<file path="src/rtl/spu_pkg.sv">
// Constants for the serial port, update strobe and sync clock logic.
// Assumes a single core clock domain; all pins arrive asynchronously.
package spu_pkg;

  localparam int SYNC_STAGES = 3;
  localparam int REG_W = 32;
  localparam int NUM_REGS = 4;
  localparam logic [1:0] DIV_RISE_PHASE = 2'h2;
  // Phase our counter should hold when the synchronized reference edge is seen
  localparam logic [1:0] AUTO_TARGET_PHASE = 2'h1;

  localparam logic [4:0] ADDR_CTRL_ONE = 5'h00;
  localparam logic [4:0] ADDR_CTRL_TWO = 5'h01;
  localparam logic [4:0] ADDR_AMP_SCALE = 5'h02;
  localparam logic [4:0] ADDR_FREQ_WORD = 5'h04;

  localparam logic [1:0] IDX_CTRL_ONE = 2'h0;
  localparam logic [1:0] IDX_CTRL_TWO = 2'h1;
  localparam logic [1:0] IDX_AMP_SCALE = 2'h2;
  localparam logic [1:0] IDX_FREQ_WORD = 2'h3;

  localparam logic [2:0] BYTES_CTRL_ONE = 3'h4;
  localparam logic [2:0] BYTES_CTRL_TWO = 3'h3;
  localparam logic [2:0] BYTES_AMP_SCALE = 3'h2;
  localparam logic [2:0] BYTES_FREQ_WORD = 3'h4;
  localparam logic [2:0] BYTES_UNMAPPED = 3'h1;

  localparam int INSTR_RW_BIT = 7;
  localparam int BIT_LSB_FIRST = 8;
  localparam int BIT_SDIO_INPUT_ONLY = 9;
  localparam int BIT_SOFT_SYNC = 22;
  localparam int BIT_AUTO_SYNC = 23;
  localparam int BIT_OSC_BUF_EN = 9;
  localparam int BIT_HW_SYNC = 10;
  localparam int BIT_HS_SYNC_ENH = 11;

  localparam logic [2:0] LAST_BIT = 3'h7;
  localparam logic [REG_W-1:0] REG_RESET = 32'h0000_0000;

endpackage

</file>
<file path="src/rtl/spu_serial_port.sv">
// Serial control port, buffered register bank and update transfer.
// Assumes all pin inputs are asynchronous to core_clk and the serial
// clock is well below the core clock, so it is oversampled.
`timescale 1ns/100ps
`default_nettype none
module spu_serial_port
  import spu_pkg::*;
(
  // Clock and reset
  input wire logic core_clk,
  input wire logic nrst,
  // Serial pins
  input wire logic sclk,
  input wire logic chip_select_low,
  input wire logic sdio_in,
  output logic sdio_out,
  output logic sdio_oe,
  output logic serial_data_out,
  output logic serial_data_out_oe,
  input wire logic port_abort_input,
  // Update and sync pins
  input wire logic io_update,
  input wire logic sync_ref_in,
  output logic sync_clk_out,
  output logic update_pulse,
  // Active register contents
  output logic [REG_W-1:0] control_function_reg_one,
  output logic [REG_W-1:0] control_function_reg_two,
  output logic [REG_W-1:0] amp_scale_reg,
  output logic [REG_W-1:0] freq_word_reg,
  output logic osc_buf_en,
  output logic hs_sync_enh
);

  ////////////////////////////////////////////////////////////////////////
  // Decode helpers

  function automatic logic [1:0] reg_index(input logic [4:0] a);
    unique case (a)
      ADDR_CTRL_ONE: reg_index = IDX_CTRL_ONE;
      ADDR_CTRL_TWO: reg_index = IDX_CTRL_TWO;
      ADDR_AMP_SCALE: reg_index = IDX_AMP_SCALE;
      ADDR_FREQ_WORD: reg_index = IDX_FREQ_WORD;
      default: reg_index = IDX_CTRL_ONE;
    endcase
  endfunction

  function automatic logic reg_mapped(input logic [4:0] a);
    reg_mapped = (a == ADDR_CTRL_ONE) || (a == ADDR_CTRL_TWO) ||
      (a == ADDR_AMP_SCALE) || (a == ADDR_FREQ_WORD);
  endfunction

  function automatic logic [2:0] reg_bytes(input logic [4:0] a);
    unique case (a)
      ADDR_CTRL_ONE: reg_bytes = BYTES_CTRL_ONE;
      ADDR_CTRL_TWO: reg_bytes = BYTES_CTRL_TWO;
      ADDR_AMP_SCALE: reg_bytes = BYTES_AMP_SCALE;
      ADDR_FREQ_WORD: reg_bytes = BYTES_FREQ_WORD;
      default: reg_bytes = BYTES_UNMAPPED;
    endcase
  endfunction

  ////////////////////////////////////////////////////////////////////////
  // Pin synchronizers: a change counts once stages two and three agree

  localparam int NPINS = 5;
  localparam int P_SCLK = 0;
  localparam int P_CSN = 1;
  localparam int P_SDI = 2;
  localparam int P_ABORT = 3;
  localparam int P_REF = 4;

  wire logic [NPINS-1:0] pin_raw;
  logic [NPINS-1:0] pin_s1_reg;
  logic [NPINS-1:0] pin_s2_reg;
  logic [NPINS-1:0] pin_s3_reg;
  logic [NPINS-1:0] pin_lvl_reg;
  logic [NPINS-1:0] pin_prev_reg;

  assign pin_raw = {sync_ref_in, port_abort_input, sdio_in, chip_select_low, sclk};

  genvar g;
  generate
    for (g = 0; g < NPINS; g++)
    begin : g_pin
      always_ff @(posedge core_clk)
      begin
        if (!nrst)
        begin
          pin_s1_reg[g] <= 1'b0;
          pin_s2_reg[g] <= 1'b0;
          pin_s3_reg[g] <= 1'b0;
          pin_lvl_reg[g] <= (g == P_CSN);
          pin_prev_reg[g] <= (g == P_CSN);
        end
        else
        begin
          pin_s1_reg[g] <= pin_raw[g];
          pin_s2_reg[g] <= pin_s1_reg[g];
          pin_s3_reg[g] <= pin_s2_reg[g];
          if (pin_s2_reg[g] == pin_s3_reg[g])
            pin_lvl_reg[g] <= pin_s3_reg[g];
          pin_prev_reg[g] <= pin_lvl_reg[g];
        end
      end
    end
  endgenerate

  wire logic sclk_rise;
  wire logic sclk_fall;
  wire logic csn_lvl;
  wire logic sdi_lvl;
  wire logic abort_lvl;
  wire logic ref_rise;

  assign csn_lvl = pin_lvl_reg[P_CSN];
  assign sdi_lvl = pin_lvl_reg[P_SDI];
  assign abort_lvl = pin_lvl_reg[P_ABORT];
  // Edges are ignored while deselected, so the cycle simply pauses
  assign sclk_rise = pin_lvl_reg[P_SCLK] && !pin_prev_reg[P_SCLK] && !csn_lvl && !abort_lvl;
  assign sclk_fall = !pin_lvl_reg[P_SCLK] && pin_prev_reg[P_SCLK] && !csn_lvl && !abort_lvl;
  assign ref_rise = pin_lvl_reg[P_REF] && !pin_prev_reg[P_REF];

  ////////////////////////////////////////////////////////////////////////
  // Serial state

  typedef enum logic {SPU_INSTR, SPU_DATA} spu_phase_e;

  spu_phase_e phase_reg;
  logic [2:0] bit_cnt_reg;
  logic [2:0] byte_cnt_reg;
  logic [2:0] nbytes_reg;
  logic [7:0] shift_reg;
  logic rd_reg;
  logic [4:0] addr_reg;
  logic [REG_W-1:0] buf_mem [0:NUM_REGS-1];
  logic [REG_W-1:0] act_reg [0:NUM_REGS-1];

  wire logic lsb_first;
  wire logic sdio_input_only;
  wire logic [7:0] shift_next;
  wire logic byte_done;
  wire logic last_byte;
  wire logic [1:0] cur_idx;
  wire logic [1:0] lane;
  wire logic [7:0] tx_byte;
  wire logic [2:0] tx_bit;
  wire logic wr_byte;

  assign lsb_first = act_reg[IDX_CTRL_ONE][BIT_LSB_FIRST];
  assign sdio_input_only = act_reg[IDX_CTRL_ONE][BIT_SDIO_INPUT_ONLY];
  assign shift_next = lsb_first ? {sdi_lvl, shift_reg[7:1]} : {shift_reg[6:0], sdi_lvl};
  assign byte_done = sclk_rise && (bit_cnt_reg == LAST_BIT);
  assign last_byte = (byte_cnt_reg == nbytes_reg - 3'h1);
  assign cur_idx = reg_index(addr_reg);
  // Register byte address is generated internally from byte count and order
  assign lane = lsb_first ? byte_cnt_reg[1:0] : 2'(nbytes_reg - 3'h1 - byte_cnt_reg);
  assign tx_byte = buf_mem[cur_idx][8*lane +: 8];
  assign tx_bit = lsb_first ? bit_cnt_reg : 3'(LAST_BIT - bit_cnt_reg);
  assign wr_byte = byte_done && (phase_reg == SPU_DATA) && !rd_reg && reg_mapped(addr_reg);

  always_ff @(posedge core_clk)
  begin
    if (!nrst || abort_lvl)
    begin
      phase_reg <= SPU_INSTR;
      bit_cnt_reg <= 3'h0;
      byte_cnt_reg <= 3'h0;
      nbytes_reg <= BYTES_UNMAPPED;
      shift_reg <= 8'h00;
      rd_reg <= 1'b0;
      addr_reg <= 5'h00;
    end
    else if (sclk_rise)
    begin
      shift_reg <= shift_next;
      bit_cnt_reg <= bit_cnt_reg + 3'h1;
      if (byte_done && phase_reg == SPU_INSTR)
      begin
        rd_reg <= shift_next[INSTR_RW_BIT];
        addr_reg <= shift_next[4:0];
        nbytes_reg <= reg_bytes(shift_next[4:0]);
        byte_cnt_reg <= 3'h0;
        phase_reg <= SPU_DATA;
      end
      else if (byte_done)
      begin
        byte_cnt_reg <= byte_cnt_reg + 3'h1;
        if (last_byte)
          phase_reg <= SPU_INSTR;
      end
    end
  end

  ////////////////////////////////////////////////////////////////////////
  // Output drive: launched on falling serial clock edges

  wire logic driving;

  assign driving = !csn_lvl && !abort_lvl && rd_reg && (phase_reg == SPU_DATA);

  always_ff @(posedge core_clk)
  begin
    if (!nrst)
    begin
      sdio_out <= 1'b0;
      serial_data_out <= 1'b0;
      sdio_oe <= 1'b0;
      serial_data_out_oe <= 1'b0;
    end
    else
    begin
      if (sclk_fall && driving)
      begin
        sdio_out <= tx_byte[tx_bit];
        serial_data_out <= tx_byte[tx_bit];
      end
      sdio_oe <= driving && !sdio_input_only;
      serial_data_out_oe <= driving && sdio_input_only;
    end
  end

  ////////////////////////////////////////////////////////////////////////
  // Divided clock and update strobe

  logic [SYNC_STAGES-1:0] upd_sync_reg;
  logic upd_lvl_reg;
  logic upd_smp_reg;
  logic upd_smp_prev_reg;
  logic soft_adv_reg;
  wire logic div_clk;
  wire logic div_rise;
  wire logic do_update;

  spu_sync_div u_div (
    .core_clk(core_clk),
    .nrst(nrst),
    .soft_adv(soft_adv_reg),
    .ref_rise(ref_rise),
    .auto_en(act_reg[IDX_CTRL_ONE][BIT_AUTO_SYNC]),
    .hw_man_en(act_reg[IDX_CTRL_TWO][BIT_HW_SYNC]),
    .div_clk_reg(div_clk),
    .div_rise_reg(div_rise)
  );

  assign do_update = upd_smp_reg && !upd_smp_prev_reg;

  always_ff @(posedge core_clk)
  begin
    if (!nrst)
    begin
      upd_sync_reg <= '0;
      upd_lvl_reg <= 1'b0;
      upd_smp_reg <= 1'b0;
      upd_smp_prev_reg <= 1'b0;
      soft_adv_reg <= 1'b0;
      update_pulse <= 1'b0;
    end
    else
    begin
      upd_sync_reg <= {upd_sync_reg[SYNC_STAGES-2:0], io_update};
      if (upd_sync_reg[SYNC_STAGES-1] == upd_sync_reg[SYNC_STAGES-2])
        upd_lvl_reg <= upd_sync_reg[SYNC_STAGES-1];
      if (div_rise)
      begin
        upd_smp_reg <= upd_lvl_reg;
        upd_smp_prev_reg <= upd_smp_reg;
      end
      update_pulse <= do_update && div_rise;
      soft_adv_reg <= do_update && div_rise && buf_mem[IDX_CTRL_ONE][BIT_SOFT_SYNC];
    end
  end

  ////////////////////////////////////////////////////////////////////////
  // Buffer and active register bank

  generate
    for (g = 0; g < NUM_REGS; g++)
    begin : g_reg
      wire logic hit;
      wire logic xfer;
      assign hit = wr_byte && (cur_idx == 2'(g));
      assign xfer = do_update && div_rise;
      always_ff @(posedge core_clk)
      begin
        if (!nrst)
        begin
          buf_mem[g] <= REG_RESET;
          act_reg[g] <= REG_RESET;
        end
        else
        begin
          // Clear first so that a write of the same byte in this cycle wins
          if (xfer && g == IDX_CTRL_ONE)
            buf_mem[g][BIT_SOFT_SYNC] <= 1'b0;
          if (hit)
            buf_mem[g][8*lane +: 8] <= shift_next;
          if (xfer)
          begin
            act_reg[g] <= buf_mem[g];
            if (g == IDX_CTRL_ONE)
              act_reg[g][BIT_SOFT_SYNC] <= 1'b0;
          end
        end
      end
    end
  endgenerate

  ////////////////////////////////////////////////////////////////////////
  // Registered outputs

  always_ff @(posedge core_clk)
  begin
    if (!nrst)
    begin
      sync_clk_out <= 1'b0;
      control_function_reg_one <= REG_RESET;
      control_function_reg_two <= REG_RESET;
      amp_scale_reg <= REG_RESET;
      freq_word_reg <= REG_RESET;
      osc_buf_en <= 1'b0;
      hs_sync_enh <= 1'b0;
    end
    else
    begin
      sync_clk_out <= div_clk;
      control_function_reg_one <= act_reg[IDX_CTRL_ONE];
      control_function_reg_two <= act_reg[IDX_CTRL_TWO];
      amp_scale_reg <= act_reg[IDX_AMP_SCALE];
      freq_word_reg <= act_reg[IDX_FREQ_WORD];
      osc_buf_en <= act_reg[IDX_CTRL_TWO][BIT_OSC_BUF_EN];
      hs_sync_enh <= act_reg[IDX_CTRL_TWO][BIT_HS_SYNC_ENH];
    end
  end

endmodule
`default_nettype wire

</file>
<file path="src/rtl/spu_sync_div.sv">
// Divide-by-four sync clock generator with phase advance.
// Assumes the reference edge input is already synchronized to core_clk.
`timescale 1ns/100ps
`default_nettype none
module spu_sync_div
  import spu_pkg::*;
(
  // Clock and reset
  input wire logic core_clk,
  input wire logic nrst,
  // Phase control
  input wire logic soft_adv,
  input wire logic ref_rise,
  input wire logic auto_en,
  input wire logic hw_man_en,
  // Divided clock
  output logic div_clk_reg,
  output logic div_rise_reg
);

  logic [1:0] cnt_reg;
  logic [1:0] cnt_next;
  wire logic auto_adv;
  wire logic hw_adv;
  wire logic adv;

  assign auto_adv = auto_en && ref_rise && (cnt_reg != AUTO_TARGET_PHASE);
  assign hw_adv = hw_man_en && ref_rise;
  // One extra count skips one core cycle: a quarter period advance
  assign adv = soft_adv || auto_adv || hw_adv;
  assign cnt_next = cnt_reg + (adv ? 2'h2 : 2'h1);

  always_ff @(posedge core_clk)
  begin
    if (!nrst)
    begin
      cnt_reg <= 2'h0;
      div_clk_reg <= 1'b0;
      div_rise_reg <= 1'b0;
    end
    else
    begin
      cnt_reg <= cnt_next;
      div_clk_reg <= cnt_next[1];
      div_rise_reg <= !cnt_reg[1] && cnt_next[1];
    end
  end

endmodule
`default_nettype wire

</file>
<file path="config.mk">
export PLATFORM = sky130hd
export DESIGN_NAME = spu_serial_port
export DESIGN_NICKNAME = d
export VERILOG_FILES = /design/src/rtl/spu_pkg.sv /design/src/rtl/spu_serial_port.sv /design/src/rtl/spu_sync_div.sv
export SDC_FILE = /design/constraint.sdc
export NUM_CORES = 1
export LEC_CHECK = 0
export BUFFER_PORTS_ARGS = -buffer_cell sky130_fd_sc_hd__buf_2
export CELL_PAD_IN_SITES_DETAIL_PLACEMENT = 1
export CELL_PAD_IN_SITES_GLOBAL_PLACEMENT = 2
export CORE_ASPECT_RATIO = 1.5
export CORE_UTILIZATION = 41
export CTS_CLUSTER_DIAMETER = 150
export DETAILED_ROUTE_END_ITERATION = 8
export GPL_TIMING_DRIVEN = 0
export MAX_ROUTING_LAYER = met4
export PLACE_DENSITY_LB_ADDON = 0.1
export SKIP_CTS_REPAIR_TIMING = 1
export SYNTH_ARGS = -nofsm -noshare
export SYNTH_HDL_FRONTEND = slang
export SYNTH_HIERARCHICAL = 1
export SYNTH_SLANG_ARGS = --single-unit
</file>
<file path="constraint.sdc">
create_clock -name core_clk -period 12.79 [get_ports core_clk]
set_input_delay 2.558 -clock core_clk [delete_from_list [all_inputs] [get_ports core_clk]]
set_output_delay 2.558 -clock core_clk [all_outputs]
set_load 0.03 [all_outputs]
</file>
Word-level counts from Yosys, hierarchy flattened

Memories as Yosys holds them, arrays and structs flattened. A register that Yosys moved wholly into a read port is not among the register bits.
Index checks and enable logic that the tools add are counted.

Reductions and logical operators: 56
Order comparisons: 1
Equal/unequal tests: 18
Bitwise gates (word level): 135
Shift operators: 3
Add/sub/neg operators: 7
Multiplexer cells: 163

Operator list:

| cell                    | count |
|---|---|
| $mux 32                 | 8 |
| $mux 1                  | 146 |
| $or 1x1->1              | 134 |
| $neg 5->34              | 1 |
| $shift 8x34->32 const A | 1 |
| $shiftx 8x34->32        | 1 |
| $shiftx 32x6->8         | 1 |
| $logic_and 1x1->1       | 29 |
| $logic_not 1->1         | 12 |
| $eq 5x1->1 const B      | 2 |
| $eq 5x2->1 const B      | 2 |
| $eq 5x3->1 const B      | 2 |
| $logic_not 5->1         | 2 |
| $mux 3                  | 3 |
| $pmux 3 s3              | 1 |
| $mux 8                  | 1 |
| $add 3x1->3 const B     | 2 |
| $eq 1x1->1              | 6 |
| $logic_or 1x1->1        | 6 |
| $pmux 2 s3              | 1 |
| $eq 2x2->1 const B      | 2 |
| $lt 3x4->1 const B      | 1 |
| $mux 2                  | 2 |
| $reduce_and 2->1        | 2 |
| other kinds (14)        | 15 |

Logic and storage cells: 431
Register bits after elaboration: 128
Input bits: 8
Memories kept: 2
Memory bits (writable): 256

Memory list:

| memory  | words | width | read ports | clocked after Yosys merged registers in | write ports | line                   | text |
|---|---|---|---|---|---|---|---|
| act_reg | 4     | 32    | 4          | 2                                       | 4           | spu_serial_port.sv:137 | `logic [REG_W-1:0] act_reg [0:NUM_REGS-1];` |
| buf_mem | 4     | 32    | 5          | 0                                       | 4           | spu_serial_port.sv:136 | `logic [REG_W-1:0] buf_mem [0:NUM_REGS-1];` |

Logic depth before layout (Yosys ltp)

Gate-level depths: netlist of run 1.

Word-level depth: 13
Mapped depth: 12
Depth with buffers taken out: 10

Cells and area by module

The synthesis of run 1 kept the hierarchy.

By module, submodules not included:

| module          | area each (µm²) | seq. area each (µm²) | times used | cells an instance |
|---|---|---|---|---|
| spu_serial_port | 16,659.7        | 11,360.9             | 1          | 1,305 |
| spu_sync_div    | 153.9           | 60.1                 | 1          | 15 |

Least setup slack after synthesis of run 1

OpenSTA, ideal clock, no wires.

Kind: register to register
Start: register u_div.div_rise_reg
End: memory buf_mem[0][22] (enable)
Cell stages (with the launch flop): 4
Library setup time: 335 ps
Arrival time: 9,945 ps
Slack: 2,510 ps
Data required time: 12,455 ps
Path through: dfxtp_1 -> nand2_1 -> o21ai_0 -> nand2b_1

RTL lines:

| what                   | line                   | text |
|---|---|---|
| from (decl)            | spu_sync_div.sv:18     | `output logic div_rise_reg` |
| from (signal assigned) | spu_sync_div.sv:45     | `div_rise_reg <= !cnt_reg[1] && cnt_next[1];` |
| to (decl)              | spu_serial_port.sv:136 |  |

==> metrics.cfg, run 1 <==
[die]
die_w_um = 167
row_count = 90
die_y_um = 250
ioPinCount = 144
die_area_sq_um = 41800
core_area_sq_um = 40300
initial_core_util = 0.417

[clock_tree]
root_buffer = clkbuf_16
numCtsBuffers = 44
clkSinkCount = 443
htree_levels = 2
cts_tree = done
clk_pin_slew_ps = 60
clk_latency_ps = 560
cts.path.max_buffers = 3

[global_routing]
grt_overflow = 0
antenna_found_initial = 2
grt_usage = 0.256
grt_max_degree = 31
grt_pass1_wl_um = 75100
grt_pass1_vias = 11300

[sta]
setup_viol = 0
rsz0062_at_grt = no
slew_headroom = 0.132
max_freq_ghz = 0.185
slew_violations = 0
min_period_ps = 5420
hold_viol = 0
fin_crit_sh = 0.423
holdWs_ps = 435
worst_pin_slew_ps = 1270
fin_setup_tns_ps = 0
fin_skew_ps = 19.3

[power]
ir_drop_v = 0.000107
p_per_area_nw_per_um2 = 150
p_seq_frac = 0.535
p_int_mw = 2.30
comb_power_share = 0.040
p_switching_uw = 645
p_sw_frac = 0.219
p_clk_frac = 0.425
power_leakage_nw = 7.48

[yosys]
yosys_register_bits = 443
ys.flop_type = edfxtp_1
synth_cell_types = 72
synthArstFlopShare = 0
synthCells = 1320
syn_nets = 1339
synth.largest_area_cell = edfxtp_1
ys_top_cells_by_count = and2_1 (280), edfxtp_1 (255), dfxtp_1 (188)
seq_area_frac_synth = 0.679
synth_top_area_share = 0.455
synth_edf_count = 255
netlist_top_cells_area = edfxtp_1 (46%), dfxtp_1 (22%), and2_1 (10%)
synth_area_sq_um = 16800
synth.most_common_cell = and2_1
syn_avg_cell_area_sq_um = 12.7
yosys_warnings = 6

[layout]
drive_gt1_frac = 0.163
layout.nets = 1531
multi_input_comb_area_sq_um = 4920
largest_reg_flops = 128
final_core_util = 0.487
nFillCells = 4226
seq_area_sq_um = 11400
syn2layout_area_growth_pct = 16.9
stdcell_area_sq_um = 19700

[route]
drt-total-wl_um = 51300
drc_errors = 0
drt_first_pass_iters = 8
drt-initial-drc-count = 780
vias = 11100
ant_nets = 0
wl_per_cell_um = 25.0
vias_per_cell = 5.41

[setup_path]
end_kind = register
critPathArrivalTime_ps = 5640
max_stage_delay_ps = 840
critPathRequiredTime_ps = 13020
cp_cell_sequence = buf_2, clkbuf_1, nor4b_1, o2111ai_1, nor3_1, nand2_1, nand2_1
critPathKind = in2reg
cp_max_fo = 9
cpLargestDelayFamily = simple AND/OR/NAND/NOR gates
slowest_stage = nor3_1
critPathBufInv = 2
crit_path_start_kind = input port
cp_common_cell = nand2_1

[run]
cap_violations = 0

[placement]
dpl.hpwl_um = 39000
io_buffers = 142
gp_congestion = 0.947
post_dp_cell_area_sq_um = 18300

[run_status]
status = complete, no violations

[worst_hold_path]
hold_class = reg2reg

[per-stage QoR]
step	instances	worst slack [ps]	power, mW
final	2055	7370	2.94
after global placement	1968	-1210	1.73
after detailed placement	1972	6830	1.72
after global routing	2054	7190	3.03
after floorplan	1320	2510	1.67
after CTS	2054	7390	2.97
[power groups by stage]
stage | Clock, mW | Combinational, mW | Sequential [mW]
final | 1.25 | 0.118 | 1.57
after global routing | 1.33 | 0.126 | 1.58
after CTS | 1.27 | 0.120 | 1.57
after detailed placement | 0 | 0.119 | 1.60
after global placement | 0 | 0.114 | 1.61
after floorplan | 0 | 0.0469 | 1.63
[per-layer routing]
layer  vias to the layer above  GRT usage  wire, um
met2                       358      0.454     27100
li1                       5098          -         -
met4                         0     0.0765      1310
met3                        63     0.0281      2610
met1                      5601      0.303     20300
met5                         -          -         0
[area by class of cell]
| cell class | instances | share of cell area |
|---|---|---|
| multi-input combinational | 769 | 0.250 |
| tap | 506 | 0.0322 |
| clock buffer | 73 | 0.0679 |
| sequential | 443 | 0.581 |
| antenna | 1 | 0.000127 |
| timing repair buffer | 146 | 0.0406 |
| clock inverter | 9 | 0.00299 |
| buffer | 98 | 0.0229 |
| inverter | 10 | 0.00191 |
[placed cells by master, fill, tap and decap left out, types with 5 or more instances in the layout]
cell / synthesis / routed
a2111oi_0: 10 / 10
a211oi_1: 19 / 19
a21boi_0: 6 / 6
a21oi_1: 21 / 21
a222oi_1: 16 / 16
a22o_1: 17 / 17
and2_1: 280 / 280
and3_1: 14 / 14
buf_2: 5 / 147
buf_4: 12 / 12
clkbuf_1: 73 / 91
clkbuf_16: 0 / 46
clkbuf_8: 0 / 8
dfxtp_1: 188 / 188
edfxtp_1: 255 / 255
ha_1: 11 / 11
inv_1: 9 / 9
mux2i_1: 14 / 14
nand2_1: 50 / 50
nand2b_1: 5 / 5
nand3_1: 15 / 15
nand3b_1: 11 / 11
nor2_1: 26 / 26
nor2b_1: 14 / 14
nor3_1: 143 / 143
o21ai_0: 14 / 13
xnor2_1: 7 / 7
xor2_1: 5 / 5
[path summary, 6_finish.rpt]
check	start	endpoint	slack, ps	depth (start not counted)
setup / recovery	nrst	buf_mem[1][7]$_DFFE_PP_	7370	7
hold / removal	pin_s1_reg[1]$_SDFF_PN0_	pin_s2_reg[1]$_SDFF_PN0_	440	1
setup reg to reg	nbytes_reg[0]$_SDFFE_PP1P_	buf_mem[0][15]$_DFFE_PP_	9100	11
hold reg to reg	pin_s1_reg[1]$_SDFF_PN0_	pin_s2_reg[1]$_SDFF_PN0_	440	1
[logic make-up after synthesis]
logic type      Yosys count  share of synthesized area
xor+xnor                 13                    0.00722
mux                      17                     0.0103
compound gates          142                     0.0665
flops                   443                      0.679
other cells               1                   0.000223
fa+ha+maj                11                    0.00819
buf+inv                 108                     0.0289
simple gates            585                      0.199
No activity file was read; power rests on OpenSTA's default activity.
==> run 2: changes to the inputs <==
CORE_UTILIZATION = 37   (was 41)
clock period = 4.9 ns   (was 12.79 ns; I/O delays follow)
==> run 2 against run 1 <==
Effect of this change:
- flip-flop and latch count unchanged
- power rose to 2.7 times the previous value
- sequential share of layout area down 0.46 points
- worst setup slack worse by 6400 ps
- clock power rose to 2.7 times the previous value
- clock skew down 6.3 ps
- design area up 0.80%
- via count down 1.1%
- critical path depth unchanged
- utilization down 4.5 points
- final cell count up 3.6%
- critical path type unchanged
- largest cell class unchanged
==> metrics.cfg, run 2 (synthesized netlist as in run 1, its figures left out) <==
[run_status]
status = complete, no violations

[placement]
gp_congestion = 0.938  ; -0.94%
place_inst = 2048  ; +3.9%
io_buffers = 142  ; unchanged
dp_slack_ps = 382  ; -6450 ps
dpl.hpwl_um = 40400  ; +3.7%

[layout]
nFillCells = 4714  ; +12%
drive_gt1_frac = 0.169  ; +0.00539
largest_reg_flops = 128  ; unchanged
layout.nets = 1531  ; unchanged
antenna_cells = 0  ; -1
multi_input_comb_area_sq_um = 4920  ; unchanged
mostFrequentLayoutCells = and2_1 (280), edfxtp_1 (255), dfxtp_1 (188)
mostFrequentLayoutCell = and2_1
syn2layout_area_growth_pct = 17.8
final_cells = 2128  ; +3.6%
seq_area_sq_um = 11400  ; unchanged

[setup_path]
rrSetupSlack_ps = 1170  ; -7930 ps
crit_path_start_kind = input port
critPathArrivalTime_ps = 4140  ; -1500 ps
critPathLaunch = nrst
critPathBufInv = 2  ; unchanged
cp.depth = 7  ; unchanged
cp_max_fo = 9  ; unchanged
critPathRequiredTime_ps = 5110  ; -7910 ps
r2r_start = nbytes_reg[0]$_SDFFE_PP1P_
cp_cell_sequence = buf_2, clkbuf_1, nor4b_1, o2111ai_1, nor3_1, nand2_1, nand2_1
regToRegEndpoint = buf_mem[0][18]$_DFFE_PP_
crit_end = buf_mem[2][29]$_SDFFCE_PN0P_
cpLargestDelayFamily = simple AND/OR/NAND/NOR gates
max_stage_delay_ps = 930  ; +90 ps
critPathKind = in2reg
end_kind = register
cp_common_cell = nand2_1
worst_r2r_path_depth = 11  ; unchanged
slowest_stage = nor3_1

[power]
comb_power_share = 0.039  ; about the same
p_seq_frac = 0.525  ; -0.010
power_leakage_nw = 7.51  ; +0.38%
p_clk_frac = 0.436  ; +0.011
p_int_mw = 6.10  ; +170%
p_switching_mw = 1.74  ; +170%
p_sw_frac = 0.222  ; +0.00234
ir_drop_v = 0.000331  ; +210%
p_per_area_nw_per_um2 = 395  ; +160%

[global_routing]
grt_usage = 0.238  ; -0.0175
antenna_found_initial = 2  ; unchanged
grt_pass1_vias = 11600  ; +2.1%
grt_overflow = 0  ; unchanged
grt_pass1_wl_um = 76300  ; +1.5%
grt_max_degree = 33  ; +6.5%

[die]
die_w_um = 176  ; +5.2%
die_area_sq_um = 46300  ; +11%
ioPinCount = 144  ; unchanged
row_count = 95  ; +5.6%
initial_core_util = 0.375  ; -0.0419
core_area_sq_um = 44800  ; +11%
die_y_um = 263  ; +5.2%

[clock_tree]
clk_latency_ps = 560  ; about the same
numCtsBuffers = 44  ; unchanged
clkSinkCount = 443  ; unchanged
root_buffer = clkbuf_16
htree_levels = 2  ; unchanged
cts_tree = done
clk_pin_slew_ps = 60  ; about the same
cts.path.max_buffers = 3  ; unchanged

[sta]
holdWs_ps = 432  ; -2.83 ps
slew_violations = 0  ; unchanged
max_freq_ghz = 0.255
rsz0062_at_grt = no
setup_ws_ps = 971  ; -6400 ps
fin_skew_ps = 13.1  ; -6.26 ps
worst_pin_slew_ps = 1200  ; -70.7 ps
slew_headroom = 0.197  ; +0.0651
fin_crit_sh = 0.802
fin_setup_tns_ps = 0  ; unchanged
hold_viol = 0  ; unchanged
min_period_ps = 3930
setup_viol = 0  ; unchanged

[route]
drt-initial-drc-count = 798  ; +2.3%
drt_first_pass_iters = 8  ; unchanged
ant_nets = 0  ; unchanged
vias_per_cell = 5.17  ; -4.5%
wl_per_cell_um = 24.9  ; -0.41%
drc_errors = 0  ; unchanged
drt-total-wl_um = 53000  ; +3.1%
vias = 11000  ; -1.1%

[run]
cap_violations = 0  ; unchanged

[worst_hold_path]
hold_class = reg2reg

run 2: area by class of cell:
type,count,area share
Inverter,10,0.00190
Tap cell,582,0.0368
Multi-Input combinational cell,769,0.248
Clock buffer,59,0.0652
Buffer,98,0.0227
Timing Repair Buffer,146,0.0399
Clock inverter,21,0.00872
Sequential cell,443,0.577
run 2: through the flow:
| step | cell area (sq um) | util | power, mW |
|---|---|---|---|
| after CTS | 19800 | 0.442 | 7.92 |
| final | 19800 | 0.442 | 7.83 |
| after global placement | 18300 | 0.407 | 4.50 |
| after global routing | 19800 | 0.442 | 8.08 |
| after floorplan | 16800 | - | 4.36 |
| after detailed placement | 18300 | 0.409 | 4.50 |
run 2: worst reg2reg max path: stages, from the launching register on:
cell      delay [ps]
dfxtp_1          340
inv_1             70
ha_1             360
xor2_1           410
nor2_2            80
xor2_2           500
inv_1            380
ha_1             330
nor2_1           160
nand2_1          230
clkbuf_1         370
nor3_1           310
run 2: how the worst min path moves through the flow:
stage	start	end	slack (ps)	depth (start not counted)
detailed placement	pin_s1_reg[4]$_SDFF_PN0_	pin_s2_reg[4]$_SDFF_PN0_	420	1
global route	pin_s1_reg[4]$_SDFF_PN0_	pin_s2_reg[4]$_SDFF_PN0_	450	1
CTS	pin_s1_reg[4]$_SDFF_PN0_	pin_s2_reg[4]$_SDFF_PN0_	440	1
floorplan	act_reg[0][9]$_SDFFCE_PN0P_	sdio_oe$_SDFF_PN0_	410	1
global placement	pin_s1_reg[4]$_SDFF_PN0_	pin_s2_reg[4]$_SDFF_PN0_	410	1
finish	act_reg[0][9]$_SDFFCE_PN0P_	sdio_oe$_SDFF_PN0_	430	1
run 2: per-layer routing:
layer  vias to the layer above  track usage  share of wire
li1                       5091            -              -
met1                      5465        0.271           0.39
met2                       340        0.413           0.52
met3                        99       0.0383          0.051
met4                         0       0.0973          0.040
met5                         -            -              0
run 2: power groups by stage:
stage,Combinational (mW),Clock (mW),Sequential (mW)
finish,0.308,3.41,4.11
global route,0.331,3.63,4.12
CTS,0.313,3.49,4.11
detailed placement,0.313,0,4.19
global placement,0.300,0,4.20
floorplan,0.123,0,4.23
==> run 3: changes to the inputs <==
CORE_UTILIZATION = 41   (was 37)
clock period = 3.7 ns   (was 4.9 ns; I/O delays follow)
==> run 3 against run 2 <==
Effect of this change:
- register-to-register slack worse by 1200 ps
- sequential power is 32% higher
- flip-flop and latch count stayed put
- hold slack got worse by 49 ps
- sequential share of layout area is 0.33 points higher
- die area down 9.7%
- first-iteration DRC count increased by 9.8%
- via count is 0.67% higher
- clock-buffer cell count rose by 6
- clock power is 28% higher
- highest routed layer unchanged
- combinational power rose by 32%
==> metrics.cfg, run 3 (synthesized netlist as in run 1, its figures left out) <==
[run_status]
status = complete, no violations

[setup_path]
critPathKind = in2reg
slowest_stage = nor3_1
r2r_start = bit_cnt_reg[1]$_SDFFE_PP0P_
cp_common_cell = nand2_1
max_stage_delay_ps = 870  ; -60 ps
critPathArrivalTime_ps = 3910  ; -230 ps
cp_cell_sequence = buf_2, clkbuf_1, nor4b_1, o2111ai_1, nor3_1, nand2_1, nand2_1
cp_max_fo = 9  ; unchanged
critPathRequiredTime_ps = 3920  ; -1190 ps
critPathBufInv = 2  ; unchanged
cpLargestDelayFamily = simple AND/OR/NAND/NOR gates
crit_path_start_kind = input port
critPathLaunch = nrst
end_kind = register

[sta]
slew_violations = 0  ; unchanged
setup_viol = 0  ; unchanged
fin_skew_ps = 21.5  ; +8.40 ps
rsz0062_at_grt = yes
min_period_ps = 3690
hold_viol = 0  ; unchanged
slew_headroom = 0.276  ; +0.0789
worst_pin_slew_ps = 1080  ; -118 ps
fin_crit_sh = 0.998
setup_ws_ps = 5.69  ; -966 ps
max_freq_ghz = 0.271
fin_setup_tns_ps = 0  ; unchanged

[power]
ir_drop_v = 0.000349  ; +5.4%
p_int_mw = 7.97  ; +31%
p_clk_frac = 0.428  ; -0.008
comb_power_share = 0.040  ; about the same
power_leakage_nw = 7.49  ; -0.20%
p_sw_frac = 0.221  ; -0.000820
p_per_area_nw_per_um2 = 520  ; +31%
p_switching_mw = 2.26  ; +30%
p_seq_frac = 0.532  ; +0.007
total_power_mw = 10.2  ; +31%

[die]
die_w_um = 167  ; -4.9%
row_count = 90  ; -5.3%
die_y_um = 250  ; -5.0%
initial_core_util = 0.417  ; +0.0419
die_area_sq_um = 41800  ; -9.7%
core_area_sq_um = 40300  ; -10%
ioPinCount = 144  ; unchanged

[layout]
final_core_util = 0.489  ; +0.0465
syn2layout_area_growth_pct = 17.1
antenna_cells = 0  ; unchanged
largest_reg_flops = 128  ; unchanged
mostFrequentLayoutCell = and2_1
mostFrequentLayoutCells = and2_1 (280), edfxtp_1 (255), dfxtp_1 (188)
stdcell_area_sq_um = 19700  ; -0.57%
layout.nets = 1530  ; -0.065%
drive_gt1_frac = 0.170  ; +0.00140
nFillCells = 4217  ; -11%

[global_routing]
grt_overflow = 0  ; unchanged
grt_pass1_vias = 11500  ; -0.79%
grt_pass1_wl_um = 75000  ; -1.7%
antenna_found_initial = 1  ; -1
grt_usage = 0.257  ; +0.0186
grt_max_degree = 34  ; +3.0%

[route]
vias_per_cell = 5.40  ; +4.5%
drt-initial-drc-count = 876  ; +9.8%
drt-total-wl_um = 51700  ; -2.3%
drt_first_pass_iters = 6  ; -2
vias = 11100  ; +0.67%
ant_nets = 0  ; unchanged
drc_errors = 0  ; unchanged
wl_per_cell_um = 25.2  ; +1.3%

[clock_tree]
root_buffer = clkbuf_16
numCtsBuffers = 43  ; -2.3%
clk_pin_slew_ps = 60  ; about the same
cts_tree = done
clkSinkCount = 443  ; unchanged
htree_levels = 2  ; unchanged
cts.path.max_buffers = 3  ; unchanged
clk_latency_ps = 570  ; about the same

[worst_hold_path]
holdCritStartpoint = sclk
hold_class = in2reg

[run]
cap_violations = 0  ; unchanged

[placement]
io_buffers = 142  ; unchanged
gp_congestion = 0.908  ; -3.2%
dp_slack_ps = -512  ; -895 ps
post_dp_cell_area_sq_um = 18300  ; -0.48%
dpl.hpwl_um = 39300  ; -2.8%

run 3: cell types whose count changed in the layout (fill, tap and decap cells not counted), sizes merged:
cell           before  now
clkinvlp            3    0
clkdlybuf4s15       0    1
clkbuf            132  138
buf               171  170
clkinv             11    7
run 3: cell type report:
class                      count  area [sq um]  share of cell area
clock inverter                14           141             0.00718
inverter                      10          37.5             0.00191
buffer                        98           458              0.0233
sequential                   443         11400               0.580
clock buffer                  65          1260              0.0639
multi-input combinational    769          4950               0.251
tap                          506           633              0.0321
timing repair buffer         146           798              0.0405
run 3: power groups by stage:
stage	clock network, mW	registers [mW]	logic [mW]
after global routing	4.65	5.45	0.435
after CTS	4.47	5.44	0.413
final	4.38	5.44	0.407
after detailed placement	0	5.55	0.412
after floorplan	0	5.60	0.163
after global placement	0	5.55	0.394
run 3: final timing paths:
check                                           endpoint  slack [ps]  depth (start not counted)
worst max-delay path             buf_mem[1][5]$_DFFE_PP_           6                          7
worst min-delay path            pin_s1_reg[0]$_SDFF_PN0_         380                          2
worst max register to register   buf_mem[1][5]$_DFFE_PP_          20                          7
worst min register to register  pin_s2_reg[4]$_SDFF_PN0_         430                          1
run 3: stage by stage:
step	hold slack [ps]	std cells
2_1_floorplan	408	1320
3_3_place_gp	414	1968
3_5_place_dp	421	1972
4_1_cts	376	2051
5_1_grt	373	2051
6_report	383	2051
run 3: layer usage:
| layer | part of all wire | up-vias | global-route usage |
|---|---|---|---|
| li1 | - | 5095 | - |
| met1 | 0.40 | 5572 | 0.296 |
| met2 | 0.52 | 312 | 0.458 |
| met3 | 0.045 | 90 | 0.0335 |
| met4 | 0.033 | 0 | 0.0857 |
| met5 | 0 | - | - |
